==> src/hdl/maw_pkg.sv <==
/*
 * maw_pkg: constants and types shared by the multiplexed analog input word block.
 * Assumes a 32-bit APB register bus and four analog channels.
 */
`default_nettype none
package maw_pkg;
    localparam int unsigned CHANNELS = 4;
    localparam int unsigned SAMPLE_W = 16;

    // register byte offsets
    localparam logic [7:0] OFS_CTRL     = 8'h00;
    localparam logic [7:0] OFS_WORD     = 8'h04;
    localparam logic [7:0] OFS_INT_STAT = 8'h08;
    localparam logic [7:0] OFS_INT_MASK = 8'h0c;
    localparam logic [7:0] OFS_SCANS    = 8'h10;

    // control field positions
    localparam int unsigned CTRL_FMT_LSB   = 0;
    localparam int unsigned CTRL_OPEN_BIT  = 2;
    localparam int unsigned CTRL_CHAN_LSB  = 3;
    localparam int unsigned CTRL_EN_BIT    = 5;
    localparam int unsigned CTRL_W         = 6;
    localparam logic [5:0]  CTRL_RESET     = 6'h00;

    // interrupt status bits
    localparam int unsigned INT_SCAN_BIT = 0;
    localparam int unsigned INT_OPEN_BIT = 1;
    localparam int unsigned INT_W        = 2;
    localparam logic [1:0]  INT_RESET    = 2'h0;

    // input word layout
    localparam int unsigned WORD_ACTIVE_LSB = 16;
    localparam int unsigned WORD_SIGN_LSB   = 20;
    localparam int unsigned WORD_OPEN_LSB   = 24;
    localparam logic [31:0] WORD_RESET      = 32'h0000_0000;

    // full-scale limits
    localparam logic [16:0] MAX_12BIT = 17'h00fff;
    localparam logic [16:0] MAX_13BIT = 17'h01fff;

    typedef enum logic [1:0] {
        FMT_BIN12 = 2'b00,
        FMT_SM13  = 2'b01,
        FMT_TWOS  = 2'b10,
        FMT_BCD   = 2'b11
    } maw_fmt_t;
endpackage
`default_nettype wire

==> src/hdl/maw_conv_if.sv <==
/*
 * maw_conv_if: one channel's raw sample, chosen format and converted result.
 * Assumes the converter is purely combinational.
 */
`timescale 1ns/10ps
`default_nettype none
interface maw_conv_if;
    maw_pkg::maw_fmt_t fmt;
    logic [15:0]       sample;
    logic [15:0]       data;
    logic              negative;

    modport conv (input fmt, input sample, output data, output negative);
    modport user (output fmt, output sample, input data, input negative);
endinterface
`default_nettype wire

==> src/hdl/maw_conv.sv <==
/*
 * maw_conv: turns one signed 16-bit sample into the lower-word encoding.
 * Assumes samples arrive as two's complement counts from the front end.
 */
`timescale 1ns/10ps
`default_nettype none
module maw_conv (
    // channel
    maw_conv_if.conv bus
);
    function automatic logic [15:0] to_bcd(input logic [11:0] bin);
        logic [15:0] acc;
        acc = 16'h0000;
        for (int i = 11; i >= 0; i--) begin
            for (int d = 0; d < 4; d++) begin
                if (acc[d*4 +: 4] > 4'h4) begin
                    acc[d*4 +: 4] = acc[d*4 +: 4] + 4'h3;
                end
            end
            acc = {acc[14:0], bin[i]};
        end
        return acc;
    endfunction

    function automatic logic [16:0] clamp(input logic [16:0] v, input logic [16:0] lim);
        return (v > lim) ? lim : v;
    endfunction

    logic        neg;
    logic [16:0] mag;
    logic [16:0] lim12;
    logic [16:0] lim13;

    always_comb begin
        neg   = bus.sample[15];
        mag   = neg ? (~{1'b1, bus.sample} + 17'h00001) : {1'b0, bus.sample};
        lim12 = clamp(mag, maw_pkg::MAX_12BIT);
        lim13 = clamp(mag, maw_pkg::MAX_13BIT);
        bus.data     = 16'h0000;
        bus.negative = 1'b0;
        unique case (bus.fmt)
            maw_pkg::FMT_BIN12: begin
                // unipolar count 0..4095, top nibble zero
                bus.data = neg ? 16'h0000 : {4'h0, lim12[11:0]};
            end
            maw_pkg::FMT_SM13: begin
                // sign lives in the upper word, not here
                bus.data     = {3'h0, lim13[12:0]};
                bus.negative = neg;
            end
            maw_pkg::FMT_TWOS: begin
                // all 16 bits carry data
                bus.data = bus.sample;
            end
            maw_pkg::FMT_BCD: begin
                // bipolar reading already in bcd
                bus.data     = to_bcd(lim12[11:0]);
                bus.negative = neg;
            end
        endcase
    end
endmodule
`default_nettype wire

==> src/hdl/maw_top.sv <==
/*
 * maw_top: 32-point input word of a four-channel multiplexed analog input.
 * Assumes samples and comparator levels come from an unsynchronised front end,
 * scan_req is a pulse level from the cpu side, and software uses apb.
 */
// Implementation choices: the address map and register access over APB.
`timescale 1ns/10ps
`default_nettype none
module maw_top (
    // apb
    input  wire logic        pclk,
    input  wire logic        presetn,
    input  wire logic        psel,
    input  wire logic        penable,
    input  wire logic        pwrite,
    input  wire logic [7:0]  paddr,
    input  wire logic [31:0] pwdata,
    output logic      [31:0] prdata,
    output logic             pready,
    output logic             pslverr,
    // analog front end
    input  wire logic [63:0] adc_sample,
    input  wire logic [3:0]  current_low,
    // cpu scan side
    input  wire logic        scan_req,
    output logic      [31:0] input_word,
    // interrupt
    output logic             irq
);
    typedef struct packed {
        logic [3:0][15:0] samp_s1;
        logic [3:0][15:0] samp_s2;
        logic [3:0]       low_s1;
        logic [3:0]       low_s2;
        logic             scan_s1;
        logic             scan_s2;
        logic             scan_d;
        logic [1:0]       chan;
        logic [5:0]       ctrl;
        logic [1:0]       int_stat;
        logic [1:0]       int_mask;
        logic [31:0]      scans;
        logic [31:0]      word;
        logic [31:0]      rdata;
        logic             ready;
        logic             slverr;
        logic             irq;
    } maw_state_t;

    maw_state_t cur;
    maw_state_t next_s;

    maw_conv_if conv_bus [4] ();
    logic [3:0][15:0] conv_data;
    logic [3:0]       conv_neg;

    maw_pkg::maw_fmt_t fmt;
    assign fmt = maw_pkg::maw_fmt_t'(cur.ctrl[maw_pkg::CTRL_FMT_LSB +: 2]);

    // each channel has its own converter so sign flags of idle channels stay live
    genvar g;
    generate
        for (g = 0; g < 4; g++) begin : g_conv
            assign conv_bus[g].fmt    = fmt;
            assign conv_bus[g].sample = cur.samp_s2[g];
            assign conv_data[g]       = conv_bus[g].data;
            assign conv_neg[g]        = conv_bus[g].negative;
            maw_conv u_conv (
                .bus (conv_bus[g].conv)
            );
        end
    endgenerate

    function automatic logic [3:0] enabled_mask(input logic [1:0] count_m1);
        logic [3:0] m;
        m = 4'h0;
        for (int i = 0; i < 4; i++) begin
            m[i] = (2'(i) <= count_m1);
        end
        return m;
    endfunction

    function automatic logic is_reg(input logic [7:0] a, input logic [7:0] ofs);
        return a == ofs;
    endfunction

    logic [1:0]  chan_m1;
    logic [3:0]  en_mask;
    logic [1:0]  next_chan;
    logic [3:0]  sign_flags;
    logic [3:0]  open_flags;
    logic [3:0]  active;
    logic        scan_edge;
    logic        setup;
    logic        access;
    logic        mapped;
    logic [1:0]  int_set;
    logic [1:0]  int_clr;

    always_comb begin
        next_s = cur;

        // pins pass two flops before anything looks at them
        next_s.samp_s1 = adc_sample;
        next_s.samp_s2 = cur.samp_s1;
        next_s.low_s1  = current_low;
        next_s.low_s2  = cur.low_s1;
        next_s.scan_s1 = scan_req;
        next_s.scan_s2 = cur.scan_s1;
        next_s.scan_d  = cur.scan_s2;
        scan_edge      = cur.scan_s2 & ~cur.scan_d & cur.ctrl[maw_pkg::CTRL_EN_BIT];

        chan_m1 = cur.ctrl[maw_pkg::CTRL_CHAN_LSB +: 2];
        en_mask = enabled_mask(chan_m1);

        // ascending order, wrapping at the last enabled channel
        // a single channel keeps pointing at channel 1
        next_chan = (cur.chan >= chan_m1) ? 2'h0 : cur.chan + 2'h1;

        // sign flags only for enabled channels in the FMT_SM13 and FMT_BCD formats
        for (int i = 0; i < 4; i++) begin
            sign_flags[i] = conv_neg[i] & en_mask[i];
            open_flags[i] = cur.low_s2[i] & en_mask[i] & cur.ctrl[maw_pkg::CTRL_OPEN_BIT];
        end
        active = 4'h1 << next_chan;

        int_set = 2'h0;
        if (scan_edge) begin
            next_s.chan  = next_chan;
            next_s.scans = cur.scans + 32'h1;
            // data, flags and status move in one register write
            next_s.word = {4'h0,
                           open_flags,
                           sign_flags,
                           active,
                           conv_data[next_chan]};
            int_set[maw_pkg::INT_SCAN_BIT] = 1'b1;
            int_set[maw_pkg::INT_OPEN_BIT] = |open_flags;
        end else if (!cur.ctrl[maw_pkg::CTRL_EN_BIT]) begin
            // disabled: present nothing; pointer parks on the last code so
            // the first scan after enable wraps to channel 1 for any count
            next_s.chan = 2'h3;
            next_s.word = maw_pkg::WORD_RESET;
        end

        // apb: answer is prepared in setup so pready comes from a flop
        setup  = psel & ~penable;
        access = psel & penable & cur.ready;
        mapped = is_reg(paddr, maw_pkg::OFS_CTRL) | is_reg(paddr, maw_pkg::OFS_WORD)
               | is_reg(paddr, maw_pkg::OFS_INT_STAT) | is_reg(paddr, maw_pkg::OFS_INT_MASK)
               | is_reg(paddr, maw_pkg::OFS_SCANS);
        next_s.ready  = setup;
        next_s.slverr = setup & ~mapped;
        next_s.rdata  = 32'h0000_0000;
        if (setup & ~pwrite) begin
            if (is_reg(paddr, maw_pkg::OFS_CTRL)) begin
                next_s.rdata = {26'h0, cur.ctrl};
            end else if (is_reg(paddr, maw_pkg::OFS_WORD)) begin
                next_s.rdata = cur.word;
            end else if (is_reg(paddr, maw_pkg::OFS_INT_STAT)) begin
                next_s.rdata = {30'h0, cur.int_stat};
            end else if (is_reg(paddr, maw_pkg::OFS_INT_MASK)) begin
                next_s.rdata = {30'h0, cur.int_mask};
            end else if (is_reg(paddr, maw_pkg::OFS_SCANS)) begin
                next_s.rdata = cur.scans;
            end
        end

        int_clr = 2'h0;
        if (access & pwrite) begin
            if (is_reg(paddr, maw_pkg::OFS_CTRL)) begin
                next_s.ctrl = pwdata[maw_pkg::CTRL_W-1:0];
            end
            if (is_reg(paddr, maw_pkg::OFS_INT_STAT)) begin
                int_clr = pwdata[maw_pkg::INT_W-1:0];
            end
            if (is_reg(paddr, maw_pkg::OFS_INT_MASK)) begin
                next_s.int_mask = pwdata[maw_pkg::INT_W-1:0];
            end
        end

        // a new event in the clearing cycle survives the clear
        next_s.int_stat = (cur.int_stat & ~int_clr) | int_set;
        next_s.irq      = |(next_s.int_stat & next_s.int_mask);
    end

    always_ff @(posedge pclk or negedge presetn) begin
        if (!presetn) begin
            cur          <= '0;
            cur.ctrl     <= maw_pkg::CTRL_RESET;
            cur.int_stat <= maw_pkg::INT_RESET;
            cur.int_mask <= maw_pkg::INT_RESET;
            cur.word     <= maw_pkg::WORD_RESET;
        end else begin
            cur <= next_s;
        end
    end

    assign prdata     = cur.rdata;
    assign pready     = cur.ready;
    assign pslverr    = cur.slverr;
    assign input_word = cur.word;
    assign irq        = cur.irq;
endmodule
`default_nettype wire

==> config.mk <==
export PLATFORM = sky130hd
export DESIGN_NAME = maw_top
export DESIGN_NICKNAME = d
export VERILOG_FILES = /design/src/hdl/maw_pkg.sv /design/src/hdl/maw_conv_if.sv /design/src/hdl/maw_conv.sv /design/src/hdl/maw_top.sv
export SDC_FILE = /design/constraint.sdc
export NUM_CORES = 1
export LEC_CHECK = 0
export ABC_AREA = 0
export BUFFER_PORTS_ARGS = -buffer_cell sky130_fd_sc_hd__buf_2
export CAP_MARGIN = 20
export CORE_AREA = 3 3 241 243
export DETAILED_ROUTE_END_ITERATION = 10
export DIE_AREA = 0 0 244 246
export GPL_ROUTABILITY_DRIVEN = 0
export GPL_TIMING_DRIVEN = 0
export SYNTH_ARGS = -nofsm -noshare
export SYNTH_HDL_FRONTEND = slang
export SYNTH_SLANG_ARGS = --single-unit
==> constraint.sdc <==
create_clock -name pclk -period 15.2 [get_ports pclk]
set_input_delay 3.04 -clock pclk [delete_from_list [all_inputs] [get_ports pclk]]
set_output_delay 3.04 -clock pclk [all_outputs]
set_load 0.05 [all_outputs]
==> out/qor.txt <==
Crit path launch type = flop
Synthesis-to-layout area growth = 11.4%
Dpl hpwl = 61000 um
Via count = 24641
Largest net degree at the start of global routing = 121
Sequential cell area = 0.00616 mm^2
Hold_ws = 333 ps
Die W = 244 um
Design area = 0.0268 mm^2
Congestion Overflow GR = 0
Root Buffer = clkbuf_16
Most common cell after layout, fill and taps aside = dfrtp_1
Critical-path top delay cell = nor3_1
Worst hold path stage count = 0
Part of the power in registers = 10.8%
Core Region = 0.0562 mm^2
R2r worst-path depth = 54
Commonest non-fill, non-tap cells in the layout = dfrtp_1 (246), nand2_1 (243), nor2_1 (217)
CTS Hold Buffers Added = 0
Net Sw Frac = 53.6%
Worst EP arrival = 13650 ps
Routed len/inst = 20.1 um
Relative slew slack = 25.8%
R2r endpoint = input_word[11]
Clk Latency, worst-skew pair = 580 ps
Finish-stage setup viols = 0
Skew final = 19.4 ps
Synth Cell Area = 0.0240 mm^2
Port bufs = 150
Status = finished clean
Switching power = 0.00391 W
Ys async rst share = 100%
Clk pwr share = 9.6%
Tcrit/Tclk final = 86.9%
Share of layout cells above drive strength 1 = 14.1%
DP Area = 0.0258 mm^2
Power Density = 273 mW/mm^2
CP required = 15650 ps
Synth Area in Compound Gates = 30.4%
Clk sinks = 246
1st-pass router iterations = 9
Multi-input logic area = 0.0164 mm^2
CTS clk-pin slew, worst paths = 70 ps
Setup TNS = 0 ps
Total track usage = 24.9%
Initial DRC count = 2899
Vias in the first global route = 22950
Post-synthesis register bit count = 246
Yosys warns = 0
Clock Tree Buf Depth = 3
Adder-cell share of the synthesized area = 5.70%
Internal = 0.00338 W
Commonest register cell after synthesis = dfrtp_1
First-pass GRT wire length = 124000 um
Post-Route WL = 78500 um
Sequential cell area fraction in the yosys report = 25.6%
Post-synth EDFFs = 0
Maximum vdd drop = 0.000170 V
Row count = 87
Final Max Slew Viols = 0
Reg-to-reg startpoint = conv_bus[2].sample[6]
Max frequency = 0.0757 GHz
Fraction of power consumed by combinational cells = 79.6%
Max-cap check violation count = 0
Initial antenna violation count = 1
IO Count = 181
Via-per-instance ratio = 6.32
Worst setup EP type = flop
CP Max Fanout = 10
Initial core utilization = 42.8%
CTS tree = yes
Post-Synth XOR/XNOR Area = 5.86%
Fillers = 5525
Setup repair bufs after CTS = 0
Antenna Violating Nets Remaining = 0
Hold endpoint = conv_bus[3].sample[11]
Max stage delay on crit path = 530 ps
Htree depth = 1
Die Height = 246 um
Fin util = 47.6%
Hold path startpoint = cur[245]
Pleak = 11.3 nW
Avg Cell Area, Syn = 8.19 um^2
Largest family of logic cells by synthesized area = compound AO/OA/AOI/OAI gates
Post-CTS resize count = 0
Worst Max-Slew Pin Slew = 1110 ps
Total power = 0.00729 W
Multiplexer area fraction after synthesis = 5.16%
CTS buffer count = 29
Register-to-register setup slack = 2000 ps
Hold Path Class = reg2reg
Fin nets = 3343
Die ar. = 0.0600 mm^2
RSZ-0062 raised after global routing = no
Synth Instances = 2934
Type of the worst setup path = reg2reg
Min cycle time layout = 13200 ps
Post-synthesis simple-gate area fraction = 21.1%
Cell variety after synth = 132
Final Hold Viols = 0
# DRC = 0
## area by class of cell
| class | instances | area share (%) |
|---|---|---|
| Antenna cell | 1 | 0.00935 |
| Timing Repair Buffer | 154 | 3.09 |
| Clock buffer | 37 | 2.94 |
| Sequential cell | 246 | 23.0 |
| Inverter | 124 | 1.74 |
| Multi-Input combinational cell | 2374 | 61.3 |
| Buffer | 193 | 3.79 |
| Clock inverter | 12 | 0.608 |
| Tap cell | 756 | 3.54 |
## how the worst max path moves through the flow
stage | from | end | slack, ps | depth (start not counted)
floorplan | conv_bus[1].sample[6] | input_word[2] | 4290 | 47
global placement | conv_bus[2].sample[6] | input_word[11] | 2590 | 54
detailed placement | conv_bus[2].sample[6] | input_word[11] | 2310 | 54
CTS | conv_bus[2].sample[6] | input_word[11] | 2240 | 54
global route | conv_bus[2].sample[6] | input_word[11] | 920 | 54
finish | conv_bus[2].sample[6] | input_word[11] | 2000 | 54
## worst max-delay path, delay by kind of cell (launching register included)
| family | cells | cell delay [ps] |
|---|---|---|
| buffers and inverters | 11 | 2870 |
| multiplexers | 1 | 90 |
| AND/OR/NAND/NOR | 19 | 4030 |
| AO/OA/AOI/OAI | 15 | 3550 |
| adder cells (fa/ha/maj) | 5 | 1300 |
| flip-flops | 1 | 360 |
| XOR/XNOR | 3 | 870 |
## state kept, by name, indices dropped and copies added (netlist names)
name / count
cur: 115
conv_bus.sample: 64
prdata: 32
input_word: 28
chan_m1: 2
conv_bus.fmt: 2
irq: 1
pready: 1
pslverr: 1
## kinds of logic (layout without fill, tap and decap cells)
family | Yosys count | in the layout
XOR/XNOR | 149 | 149
other | 1 | 5
buffers and inverters | 317 | 520
flip-flops | 246 | 246
adder cells (fa/ha/maj) | 110 | 110
multiplexers | 116 | 116
AO/OA/AOI/OAI | 1002 | 1002
AND/OR/NAND/NOR | 993 | 993
## per-stage QoR
step,cells,setup WS [ps]
after detailed placement,3845,2310
after CTS,3894,2240
after global placement,3843,2590
after floorplan,2937,4290
final,3897,2000
after global routing,3896,919
## power by group through the flow
stage	registers, W	clock network [W]	logic (W)
2_1_floorplan	0.000750	0	0.00443
3_3_place_gp	0.000791	0	0.00545
3_5_place_dp	0.000791	0	0.00563
4_1_cts	0.000780	0.000720	0.00567
5_1_grt	0.000787	0.000745	0.00634
6_report	0.000784	0.000703	0.00581
## synth_stat cells (28+ instances only)
cell type  instances  area (um^2)
nor3_1            86          430
nand2_1          243          912
o21ai_0          156          781
and2_1            35          219
mux2_2            40          450
mux2i_1           70          701
or2_2             28          175
nor2_1           217          815
and3_1            44          275
ha_1             107         1340
buf_4             65          488
or3_1             35          219
xnor2_1           84          736
nand3_1           81          405
a21oi_1          195          976
nand2b_1          38          238
o211ai_1          47          353
nand4_1           45          282
nor4_1            39          244
a31oi_1           55          344
dfrtp_1          246         6160
a211oi_1          45          338
a22oi_1           50          375
inv_1            118          443
clkbuf_1         102          383
xor2_1            54          473
## layer usage
metal / up-vias / global-route usage [%] / part of all wire, %
met5: - / 0 / 0.022
met4: 2 / 8.19 / 3.6
met3: 229 / 4.20 / 8.8
met2: 1198 / 39.7 / 44
met1: 11716 / 34.4 / 44
li1: 11496 / - / -
Note: power is estimated with default switching activity, not from simulation.
